`config.mk`:
```
export PLATFORM = sky130hd
export DESIGN_NAME = drvdp_bank
export DESIGN_NICKNAME = d
export VERILOG_FILES = /design/src/design/drvdp_pkg.sv /design/src/design/drvdp_wr_if.sv /design/src/design/drvdp_trim_word.sv /design/src/design/drvdp_fault_hist.sv /design/src/design/drvdp_bank.sv
export SDC_FILE = /design/constraint.sdc
export NUM_CORES = 1
export LEC_CHECK = 0
export BUFFER_PORTS_ARGS = -buffer_cell sky130_fd_sc_hd__buf_2
export CAP_MARGIN = 20
export CORE_MARGIN = 8
export CORE_UTILIZATION = 35
export DETAILED_ROUTE_END_ITERATION = 16
export SYNTH_ARGS = -nofsm -noshare
export SYNTH_HDL_FRONTEND = slang
export SYNTH_SLANG_ARGS = --single-unit
```
`constraint.sdc`:
```
create_clock -name core_clk_i -period 2.5 [get_ports core_clk_i]
set_input_delay 0 -clock core_clk_i [delete_from_list [all_inputs] [get_ports core_clk_i]]
set_output_delay 0 -clock core_clk_i [all_outputs]
set_load 0.05 [all_outputs]
```
`src/design/drvdp_pkg.sv`:
```
// Constants, register map and types of the drive diagnosis parameter bank
package drvdp_pkg;
    // Word addresses on the register port
    localparam logic [15:0] ADDR_FAULT_LATEST = 16'h0400;
    localparam logic [15:0] ADDR_FAULT_PREV1 = 16'h0401;
    localparam logic [15:0] ADDR_FAULT_PREV2 = 16'h0402;
    localparam logic [15:0] ADDR_FAULT_PREV3 = 16'h0403;
    localparam logic [15:0] ADDR_FAULT_PREV4 = 16'h0404;
    localparam logic [15:0] ADDR_JOG_COMMAND = 16'h0405;
    localparam logic [15:0] ADDR_FORCED_OUT = 16'h0406;
    localparam logic [15:0] ADDR_INPUT_STATUS = 16'h0407;
    localparam logic [15:0] ADDR_KEYPAD_INPUT = 16'h0408;
    localparam logic [15:0] ADDR_OUTPUT_STATUS = 16'h0409;
    localparam logic [15:0] ADDR_CAL_TRIGGER = 16'h040A;
    localparam logic [15:0] ADDR_TRIM_A = 16'h040B;
    localparam logic [15:0] ADDR_TRIM_B = 16'h040C;
    // Values after reset
    localparam logic [15:0] JOG_RESET = 16'h0014;
    localparam logic [15:0] TRIM_FACTORY_A = 16'h4000;
    localparam logic [15:0] TRIM_FACTORY_B = 16'h4000;
    // Field limits and command codes
    localparam logic [15:0] JOG_SPEED_MAX = 16'h0BB8;
    localparam logic [15:0] JOG_CMD_CCW = 16'h1386;
    localparam logic [15:0] JOG_CMD_CW = 16'h1387;
    localparam logic [15:0] JOG_CMD_STOP = 16'h1388;
    localparam logic [15:0] FORCE_MAX = 16'h001F;
    localparam logic [15:0] CAL_MAX = 16'h0006;
    localparam logic [15:0] ADJ_CAL_KEY = 16'h0014;
    localparam logic [15:0] ADJ_TRIM_KEY = 16'h0016;
    localparam logic [15:0] TRIM_MAX = 16'h7FFF;
    localparam int HIST_DEPTH = 5;
    localparam int IN_WIDTH = 8;
    localparam int OUT_WIDTH = 5;
    // Jog motion states, Gray along idle -> host jog -> input jog
    typedef enum logic [1:0] {
        JOG_IDLE = 2'b00,
        JOG_HOST_CCW = 2'b01,
        JOG_HOST_CW = 2'b11,
        JOG_INPUT = 2'b10
    } drvdp_jog_state_t;
endpackage

```
`src/design/drvdp_wr_if.sv`:
```
// Write strobe bundle from the register port to the trim words
`timescale 1ns/1ns
interface drvdp_wr_if;
    logic wr;
    logic [15:0] addr;
    logic [15:0] data;
    logic [15:0] adj_enable;
    modport src (output wr, output addr, output data, output adj_enable);
    modport dst (input wr, input addr, input data, input adj_enable);
endinterface

```
`src/design/drvdp_trim_word.sv`:
```
// One drift trim word, locked behind the adjustment key
`timescale 1ns/1ns
module drvdp_trim_word
    import drvdp_pkg::*;
#(
    parameter logic [15:0] ADDR = 16'h0000,
    parameter logic [15:0] FACTORY = 16'h0000
) (
    input wire logic core_clk_i,
    input wire logic resetn_i,
    drvdp_wr_if.dst wr_if,
    output logic [15:0] value_o
);
    logic hit;
    assign hit = wr_if.wr && (wr_if.addr == ADDR) && (wr_if.adj_enable == ADJ_TRIM_KEY)
                 && (wr_if.data <= TRIM_MAX);

    // Only power-on reset loads factory value; parameter defaults never reach here
    always_ff @(posedge core_clk_i) begin
        if (!resetn_i) begin
            value_o <= FACTORY;
        end else if (hit) begin
            value_o <= wr_if.data;
        end
    end

    chk_trim_key_lock: assert property (@(posedge core_clk_i) disable iff (!resetn_i)
        (wr_if.adj_enable != ADJ_TRIM_KEY) |=> $stable(value_o))
        else $error("trim word changed without adjustment key");
endmodule // drvdp_trim_word

```
`src/design/drvdp_fault_hist.sv`:
```
// Five-deep fault history shift register
`timescale 1ns/1ns
module drvdp_fault_hist
    import drvdp_pkg::*;
(
    input wire logic core_clk_i,
    input wire logic resetn_i,
    input wire logic fault_valid_i,
    input wire logic [15:0] fault_code_i,
    output logic [HIST_DEPTH-1:0][15:0] hist_o
);
    // Entry 0 is the latest, the last entry the oldest
    always_ff @(posedge core_clk_i) begin
        if (!resetn_i) begin
            hist_o <= '0;
        end else if (fault_valid_i) begin
            for (int i = HIST_DEPTH - 1; i > 0; i--) begin
                hist_o[i] <= hist_o[i-1];
            end
            hist_o[0] <= fault_code_i;
        end
    end

    chk_hist_shift_order: assert property (@(posedge core_clk_i) disable iff (!resetn_i)
        fault_valid_i |=> (hist_o[0] == $past(fault_code_i)) && (hist_o[1] == $past(hist_o[0]))
                          && (hist_o[4] == $past(hist_o[3])))
        else $error("fault history did not shift correctly");
endmodule // drvdp_fault_hist

```
`src/design/drvdp_bank.sv`:
```
// Diagnosis parameter bank: fault history, jog, forced outputs, status, calibration, trims
`timescale 1ns/1ns
module drvdp_bank
    import drvdp_pkg::*;
(
    input wire logic core_clk_i,
    input wire logic resetn_i,
    input wire logic reg_wr_i,
    input wire logic reg_rd_i,
    input wire logic [15:0] reg_addr_i,
    input wire logic [15:0] reg_wdata_i,
    output logic [15:0] reg_rdata_o,
    output logic reg_ack_o,
    output logic reg_err_o,
    input wire logic param_default_i,
    input wire logic [15:0] adj_enable_i,
    input wire logic [IN_WIDTH-1:0] src_sel_i,
    input wire logic [IN_WIDTH-1:0] ext_in_i,
    input wire logic [IN_WIDTH-1:0] comm_in_i,
    input wire logic jog_forward_input_i,
    input wire logic jog_reverse_input_i,
    input wire logic [15:0] keypad_keys_i,
    input wire logic servo_on_i,
    input wire logic fault_valid_i,
    input wire logic [15:0] fault_code_i,
    input wire logic [OUT_WIDTH-1:0] out_func_i,
    output logic [OUT_WIDTH-1:0] dout_o,
    output logic jog_active_o,
    output logic jog_cw_o,
    output logic [15:0] jog_speed_o,
    output logic cal_start_o,
    output logic [2:0] cal_sel_o,
    output logic [15:0] trim_a_o,
    output logic [15:0] trim_b_o
);
    logic [HIST_DEPTH-1:0][15:0] hist;
    logic [15:0] jog_speed_reg;
    drvdp_jog_state_t jog_state_reg;
    drvdp_jog_state_t jog_state_next;
    logic [15:0] forced_reg;
    logic [15:0] cal_reg;
    logic [IN_WIDTH-1:0] input_status_reg;
    logic [OUT_WIDTH-1:0] output_status_reg;
    logic [15:0] keypad_reg;
    logic [15:0] rdata_next;
    logic addr_known;
    logic wr_ok;
    logic wr_jog;
    logic wr_force;
    logic wr_cal;
    logic force_active;
    logic [IN_WIDTH-1:0] in_routed;
    drvdp_wr_if wr_bus ();

    // Write bundle to the trim words
    assign wr_bus.wr = reg_wr_i;
    assign wr_bus.addr = reg_addr_i;
    assign wr_bus.data = reg_wdata_i;
    assign wr_bus.adj_enable = adj_enable_i;

    drvdp_fault_hist u_hist (
        .core_clk_i(core_clk_i),
        .resetn_i(resetn_i),
        .fault_valid_i(fault_valid_i),
        .fault_code_i(fault_code_i),
        .hist_o(hist)
    );

    drvdp_trim_word #(.ADDR(ADDR_TRIM_A), .FACTORY(TRIM_FACTORY_A)) u_trim_a (
        .core_clk_i(core_clk_i),
        .resetn_i(resetn_i),
        .wr_if(wr_bus.dst),
        .value_o(trim_a_o)
    );

    drvdp_trim_word #(.ADDR(ADDR_TRIM_B), .FACTORY(TRIM_FACTORY_B)) u_trim_b (
        .core_clk_i(core_clk_i),
        .resetn_i(resetn_i),
        .wr_if(wr_bus.dst),
        .value_o(trim_b_o)
    );

    // Address decode for the whole window 0x0400..0x040C
    assign addr_known = (reg_addr_i >= ADDR_FAULT_LATEST) && (reg_addr_i <= ADDR_TRIM_B);

    // Per-register write qualification; out-of-range values are refused, not clipped
    assign wr_jog = reg_wr_i && (reg_addr_i == ADDR_JOG_COMMAND)
                    && ((reg_wdata_i <= JOG_SPEED_MAX) || (reg_wdata_i == JOG_CMD_CCW)
                    || (reg_wdata_i == JOG_CMD_CW) || (reg_wdata_i == JOG_CMD_STOP));
    assign wr_force = reg_wr_i && (reg_addr_i == ADDR_FORCED_OUT) && (reg_wdata_i <= FORCE_MAX);
    assign wr_cal = reg_wr_i && (reg_addr_i == ADDR_CAL_TRIGGER) && (adj_enable_i == ADJ_CAL_KEY)
                    && (reg_wdata_i != 16'h0000) && (reg_wdata_i <= CAL_MAX);

    // Write accepted somewhere; status and history words are read-only
    always_comb begin
        wr_ok = 1'b0;
        case (reg_addr_i)
            ADDR_JOG_COMMAND: wr_ok = wr_jog;
            ADDR_FORCED_OUT: wr_ok = wr_force;
            ADDR_CAL_TRIGGER: wr_ok = wr_cal;
            ADDR_TRIM_A,
            ADDR_TRIM_B: wr_ok = (adj_enable_i == ADJ_TRIM_KEY) && (reg_wdata_i <= TRIM_MAX);
            default: wr_ok = 1'b0;
        endcase
    end

    // Jog speed storage; a parameter reset restores the default speed
    always_ff @(posedge core_clk_i) begin
        if (!resetn_i) begin
            jog_speed_reg <= JOG_RESET;
        end else if (param_default_i) begin
            jog_speed_reg <= JOG_RESET;
        end else if (wr_jog && (reg_wdata_i <= JOG_SPEED_MAX)) begin
            jog_speed_reg <= reg_wdata_i;
        end
    end

    // Jog motion: host commands take priority over the jog inputs
    always_comb begin
        jog_state_next = jog_state_reg;
        case (jog_state_reg)
            JOG_IDLE: begin
                if (jog_forward_input_i || jog_reverse_input_i) begin
                    jog_state_next = JOG_INPUT;
                end
            end
            JOG_HOST_CCW,
            JOG_HOST_CW: jog_state_next = jog_state_reg;
            JOG_INPUT: begin
                // Input jog runs only while a jog input is held
                if (!jog_forward_input_i && !jog_reverse_input_i) begin
                    jog_state_next = JOG_IDLE;
                end
            end
            default: jog_state_next = JOG_IDLE;
        endcase
        if (wr_jog && (reg_wdata_i == JOG_CMD_CCW)) begin
            jog_state_next = JOG_HOST_CCW;
        end else if (wr_jog && (reg_wdata_i == JOG_CMD_CW)) begin
            jog_state_next = JOG_HOST_CW;
        end else if (wr_jog && (reg_wdata_i == JOG_CMD_STOP)) begin
            jog_state_next = JOG_IDLE;
        end
    end

    // Jog state register; parameter defaults also stop any motion
    always_ff @(posedge core_clk_i) begin
        if (!resetn_i) begin
            jog_state_reg <= JOG_IDLE;
        end else if (param_default_i) begin
            jog_state_reg <= JOG_IDLE;
        end else begin
            jog_state_reg <= jog_state_next;
        end
    end

    // Motion outputs from registers; forward input means clockwise
    always_ff @(posedge core_clk_i) begin
        if (!resetn_i) begin
            jog_active_o <= 1'b0;
            jog_cw_o <= 1'b0;
        end else begin
            jog_active_o <= (jog_state_next != JOG_IDLE) && !param_default_i;
            jog_cw_o <= (jog_state_next == JOG_HOST_CW)
                        || ((jog_state_next == JOG_INPUT) && jog_forward_input_i);
        end
    end

    // Speed output follows the stored word, never a command code
    assign jog_speed_o = jog_speed_reg;

    // Forced-output word: stored always, acted on only with servo off
    always_ff @(posedge core_clk_i) begin
        if (!resetn_i) begin
            forced_reg <= 16'h0000;
        end else if (param_default_i) begin
            forced_reg <= 16'h0000;
        end else if (wr_force) begin
            forced_reg <= reg_wdata_i;
        end
    end

    // Forcing while enabled could move a running machine, hence the servo gate
    assign force_active = (forced_reg != 16'h0000) && !servo_on_i;

    // Digital outputs and their status word, one register for both
    always_ff @(posedge core_clk_i) begin
        if (!resetn_i) begin
            output_status_reg <= '0;
        end else if (force_active) begin
            output_status_reg <= forced_reg[OUT_WIDTH-1:0];
        end else begin
            output_status_reg <= out_func_i;
        end
    end

    assign dout_o = output_status_reg;

    // Input routing per bit: connector when select is 0, host value when 1
    assign in_routed = (src_sel_i & comm_in_i) | (~src_sel_i & ext_in_i);

    // Input status snapshot, bit n is digital input n+1
    always_ff @(posedge core_clk_i) begin
        if (!resetn_i) begin
            input_status_reg <= '0;
        end else begin
            input_status_reg <= in_routed;
        end
    end

    // Keypad word sampled each cycle for reads
    always_ff @(posedge core_clk_i) begin
        if (!resetn_i) begin
            keypad_reg <= 16'h0000;
        end else begin
            keypad_reg <= keypad_keys_i;
        end
    end

    // Calibration trigger: holds last accepted code, start is a one-cycle pulse
    always_ff @(posedge core_clk_i) begin
        if (!resetn_i) begin
            cal_reg <= 16'h0000;
            cal_start_o <= 1'b0;
            cal_sel_o <= 3'h0;
        end else begin
            cal_start_o <= wr_cal;
            if (param_default_i) begin
                cal_reg <= 16'h0000;
            end else if (wr_cal) begin
                cal_reg <= reg_wdata_i;
                cal_sel_o <= reg_wdata_i[2:0];
            end
        end
    end

    // Read multiplexer; unknown addresses read zero and flag an error
    always_comb begin
        rdata_next = 16'h0000;
        case (reg_addr_i)
            ADDR_FAULT_LATEST: rdata_next = hist[0];
            ADDR_FAULT_PREV1: rdata_next = hist[1];
            ADDR_FAULT_PREV2: rdata_next = hist[2];
            ADDR_FAULT_PREV3: rdata_next = hist[3];
            ADDR_FAULT_PREV4: rdata_next = hist[4];
            ADDR_JOG_COMMAND: rdata_next = jog_speed_reg;
            ADDR_FORCED_OUT: rdata_next = forced_reg;
            ADDR_INPUT_STATUS: rdata_next = {8'h00, input_status_reg};
            ADDR_KEYPAD_INPUT: rdata_next = keypad_reg;
            ADDR_OUTPUT_STATUS: rdata_next = {11'h000, output_status_reg};
            ADDR_CAL_TRIGGER: rdata_next = cal_reg;
            ADDR_TRIM_A: rdata_next = trim_a_o;
            ADDR_TRIM_B: rdata_next = trim_b_o;
            default: rdata_next = 16'h0000;
        endcase
    end

    // Answer one cycle after the request; a write that is refused flags error
    always_ff @(posedge core_clk_i) begin
        if (!resetn_i) begin
            reg_rdata_o <= 16'h0000;
            reg_ack_o <= 1'b0;
            reg_err_o <= 1'b0;
        end else begin
            reg_ack_o <= reg_wr_i || reg_rd_i;
            reg_err_o <= (reg_rd_i && !addr_known) || (reg_wr_i && !wr_ok);
            if (reg_rd_i) begin
                reg_rdata_o <= addr_known ? rdata_next : 16'h0000;
            end
        end
    end

    // Checks on the behaviour above

    chk_jog_speed_only: assert property (@(posedge core_clk_i) disable iff (!resetn_i)
        (wr_jog && (reg_wdata_i <= JOG_SPEED_MAX) && (jog_state_reg == JOG_IDLE)
         && !jog_forward_input_i && !jog_reverse_input_i && !param_default_i)
        |=> (jog_speed_reg == $past(reg_wdata_i)) && !jog_active_o)
        else $error("speed write started motion or was not stored");

    chk_jog_host_start: assert property (@(posedge core_clk_i) disable iff (!resetn_i)
        (wr_jog && (reg_wdata_i == JOG_CMD_CW) && !param_default_i)
        |=> jog_active_o && jog_cw_o && (jog_state_reg == JOG_HOST_CW))
        else $error("clockwise jog command did not start clockwise motion");

    chk_jog_host_stop: assert property (@(posedge core_clk_i) disable iff (!resetn_i)
        (wr_jog && (reg_wdata_i == JOG_CMD_STOP)) |=> !jog_active_o)
        else $error("stop command did not halt jog");

    chk_jog_input_run: assert property (@(posedge core_clk_i) disable iff (!resetn_i)
        ((jog_state_reg == JOG_IDLE) && jog_forward_input_i && !reg_wr_i && !param_default_i)
        |=> jog_active_o && jog_cw_o)
        else $error("forward jog input did not start forward motion");

    chk_force_servo_gate: assert property (@(posedge core_clk_i) disable iff (!resetn_i)
        servo_on_i |=> (dout_o == $past(out_func_i)))
        else $error("outputs forced while servo enabled");

    chk_force_applies: assert property (@(posedge core_clk_i) disable iff (!resetn_i)
        (!servo_on_i && (forced_reg != 16'h0000)) |=> (dout_o == $past(forced_reg[4:0])))
        else $error("forced value did not reach outputs");

    chk_input_routing: assert property (@(posedge core_clk_i) disable iff (!resetn_i)
        (src_sel_i == 8'hFF) |=> (input_status_reg == $past(comm_in_i)))
        else $error("host-sourced inputs not shown in status word");

    chk_cal_key_lock: assert property (@(posedge core_clk_i) disable iff (!resetn_i)
        (reg_wr_i && (reg_addr_i == ADDR_CAL_TRIGGER) && (adj_enable_i != ADJ_CAL_KEY))
        |=> !cal_start_o && reg_err_o)
        else $error("calibration started without adjustment key");

    chk_read_only_hist: assert property (@(posedge core_clk_i) disable iff (!resetn_i)
        (reg_wr_i && ((reg_addr_i == ADDR_INPUT_STATUS) || (reg_addr_i == ADDR_FAULT_LATEST)))
        |=> reg_ack_o && reg_err_o)
        else $error("write to read-only word was not refused");

    chk_jog_refused_keep: assert property (@(posedge core_clk_i) disable iff (!resetn_i)
        (reg_wr_i && (reg_addr_i == ADDR_JOG_COMMAND) && !param_default_i
         && ((reg_wdata_i > JOG_CMD_STOP) || ((reg_wdata_i > JOG_SPEED_MAX) && (reg_wdata_i < JOG_CMD_CCW))))
        |=> (jog_speed_reg == $past(jog_speed_reg)) && reg_err_o)
        else $error("refused jog value changed the stored speed");

    chk_jog_ccw_start: assert property (@(posedge core_clk_i) disable iff (!resetn_i)
        (wr_jog && (reg_wdata_i == JOG_CMD_CCW) && !param_default_i)
        |=> jog_active_o && !jog_cw_o && (jog_state_reg == JOG_HOST_CCW))
        else $error("counter-clockwise jog command did not start that motion");

    chk_jog_reverse_run: assert property (@(posedge core_clk_i) disable iff (!resetn_i)
        ((jog_state_reg == JOG_IDLE) && jog_reverse_input_i && !jog_forward_input_i && !reg_wr_i
         && !param_default_i) |=> jog_active_o && !jog_cw_o)
        else $error("reverse jog input did not start reverse motion");

    chk_force_zero_off: assert property (@(posedge core_clk_i) disable iff (!resetn_i)
        (forced_reg == 16'h0000) |=> (dout_o == $past(out_func_i)))
        else $error("outputs forced although forcing is off");

    chk_cal_refused_code: assert property (@(posedge core_clk_i) disable iff (!resetn_i)
        (reg_wr_i && (reg_addr_i == ADDR_CAL_TRIGGER) && ((reg_wdata_i == 16'h0000) || (reg_wdata_i > CAL_MAX)))
        |=> !cal_start_o && reg_err_o)
        else $error("reserved or unknown calibration code was accepted");

    chk_cal_start_pulse: assert property (@(posedge core_clk_i) disable iff (!resetn_i)
        wr_cal |=> cal_start_o && (cal_sel_o == $past(reg_wdata_i[2:0])))
        else $error("accepted calibration code did not start with its selection");

    chk_input_external: assert property (@(posedge core_clk_i) disable iff (!resetn_i)
        (src_sel_i == 8'h00) |=> (input_status_reg == $past(ext_in_i)))
        else $error("connector inputs not shown in status word");
endmodule // drvdp_bank

```
==> flow_metrics.tcl <==
set metrics [dict create \
    numCtsBuffers 24 \
    hold_viol_final 0 \
    nNetsFinal 1349 \
    critPathMaxFanout 3 \
    ios 195 \
    power.leakage_uw 0.00561 \
    grt_util_all_layers_pct 20.6 \
    p_sw_uw 1820 \
    place.gp.congestion 0.905 \
    setup_violations 0 \
    path_class "input port to flip-flop" \
    antenna_found_initial 1 \
    wirelength_um 33800 \
    largest_register_ff_count 80 \
    initial_utilization_pct 35.4 \
    top_register "u_hist.hist_o" \
    syn_nets 1045 \
    grt_pass1_vias 8422 \
    numPortBuffers 194 \
    grt_use_met1_pct 27.4 \
    synthDistinctLibCells 64 \
    rows 59 \
    critPathLaunch "reg_wdata_i[13]" \
    synth-edff-count 0 \
    layout_common_cells "dfxtp_1, buf_2, nor2_1" \
    syn_inst 927 \
    post_drt_wl_per_cell_um 21.3 \
    grt.overflow.total 0 \
    die_w_um 178 \
    htree_levels 1 \
    cts_sinks 215 \
    critPathArrivalTime_ns 2.73 \
    syn_to_final_growth_pct 36.8 \
    final_common_cell "dfxtp_1" \
    hpwl_um 24600 \
    finalPower_uw 7990 \
    synth_top_cell_by_area "dfxtp_1" \
    busiest_layer "met2" \
    ys_top_cells_by_area "dfxtp_1, mux2i_1, nor2_1" \
    drtIter0Drc 852 \
    timing.final.crit_share_pct 93.3 \
    met2_usage_pct 32.6 \
    core_mm2 0.0259 \
    synth.yosys.warnings 0 \
    r2r_start "forced_reg[10]$_SDFFE_PP0P_" \
    fin_skew_ns 0.00803 \
    clk_latency_ns 0.51 \
    rsz0062_at_grt "no" \
    max_slew.worst_pin.slew_ns 0.741 \
    ant_nets 0 \
    period_needed_ns 2.33 \
    clk_path_buf_depth 3 \
    cp.required_ns 2.89 \
    use_met3_pct 3.79 \
    fp.dieH_um 178 \
    worstHoldStart "jog_reverse_input_i" \
    power_density_mw_per_mm2 637 \
    routed_via_density 5.40 \
    clock.fmax_ghz 0.429 \
    drv_slew 0 \
    firstDrtPassIters 5 \
    fin_cells 1584 \
    critPathLaunchType "input port" \
    dp_cells 1455 \
    grt_pass1_wl_um 50300 \
    synthFlopType "dfxtp_1" \
    ys_ff_latch 215 \
    ir_drop_mv 0.443 \
    cts_setup_buffers 0 \
    crit_path_end_kind "flip-flop" \
    cts_tree "yes" \
    clk_pin_slew_ns 0.06 \
    drive_gt1_share_pct 26.7 \
    clkPwrFrac_pct 48.2 \
    p_comb_share_pct 7.5 \
    yosys.area.top_type_share_pct 46.9 \
    min_path_type "input port to flip-flop" \
    syn_area_mm2 0.00917 \
    synthArstFlopShare_pct 0 \
    yosysSeqAreaShare_pct 46.9 \
    power_frac_seq_pct 44.3 \
    hold-worst-slack_ns 0.0337 \
    drc 0 \
    placed_cell_area_mm2 0.0108 \
    dieArea_mm2 0.0316 \
    antenna_cells 0 \
    fin_area_mm2 0.0125 \
    setup-tns-final_ns 0 \
    status "completed" \
    cts_root_buf "clkbuf_16" \
    synth.avg_cell_area_um2 9.89 \
    maxCapViolCount 0 \
    vias 8547 \
    grt_max_degree 72 \
    switching_share_pct 22.8 \
    p_int_uw 6160 \
    max-slew-margin-rel_pct 49.9 \
]
[kinds of logic after synthesis]
group	Yosys count	share of synthesized area (%)
compound gates	126	11.1
buf+inv	73	3.66
flops	215	46.9
mux	153	16.8
simple gates	360	21.6
[worst max-delay path: stages]
cell and delay [ns]:
dlygate4sd3_1 0.54, buf_2 0.16, nor3_1 0.34, nand4_1 0.27, or4_4 0.54, a21oi_2 0.22
a221oi_2 0.09, dlygate4sd3_1 0.58
[layer usage]
layer  up-vias  share of wire, %
li1       4020                 -
met5         -             0.038
met1      4046                44
met2       404                44
met3        75               8.8
met4         2               3.5
[per-stage QoR]
| stage | setup WS (ns) | util, % |
|---|---|---|
| 2_1_floorplan | 0.316 | - |
| 3_3_place_gp | 0.165 | 41.7 |
| 3_5_place_dp | 0.122 | 41.7 |
| 4_1_cts | 0.151 | 48.4 |
| 5_1_grt | 0.0565 | 48.4 |
| 6_report | 0.167 | 48.4 |
[cells in the mapped netlist (3+ instances only)]
library cell / instances
a21oi_1: 7
a221oi_1: 4
a222oi_1: 17
a22o_1: 6
a22oi_1: 39
a2bb2oi_1: 10
a31oi_1: 3
a32oi_1: 8
a41oi_1: 3
and2_1: 34
and3_1: 16
and4_1: 4
and4b_1: 3
buf_1: 9
buf_2: 7
buf_6: 6
clkbuf_1: 44
dfxtp_1: 215
inv_1: 4
mux2_2: 4
mux2i_1: 149
nand2_1: 33
nand2b_1: 3
nand3_1: 16
nand4_1: 9
nand4b_1: 3
nor2_1: 155
nor2b_1: 5
nor3_1: 10
nor3b_1: 3
nor4_1: 25
nor4_2: 6
nor4_4: 4
o21a_1: 6
o21ai_0: 6
or4_1: 6
or4b_2: 4
or4bb_1: 5
[final timing paths]
kind                                  to  depth (start not counted)  slack [ns]
max                  jog_cw_o$_SDFF_PN0_                          8        0.17
min          jog_state_reg[1]$_SDFF_PP0_                          5        0.03
max reg2reg         dout_o[4]$_SDFF_PN0_                          6        0.28
min reg2reg     cal_reg[12]$_SDFFE_PP0N_                          1        0.49
[power by group through the flow]
stage | combinational [µW] | sequential (µW) | clock, µW
2_1_floorplan | 249 | 3620 | 0
3_3_place_gp | 479 | 3620 | 0
3_5_place_dp | 484 | 3620 | 0
4_1_cts | 592 | 3540 | 3910
5_1_grt | 644 | 3540 | 4070
6_report | 599 | 3540 | 3850
[timing repair]
item	CTS	global route
gates resized for setup	0	1
setup endpoints to repair	0	1
hold buffers	85	0
endpoints found under the hold margin	102	0
[cell type report]
type	instances	area, µm²
clock inverter	11	165
clock buffer	33	706
fill	2408	13400
tap	335	419
inverter	5	20.0
timing repair buffer	346	2380
sequential	215	4300
multi-input combinational	639	4550
Note: power is estimated with default switching activity, not from simulation.
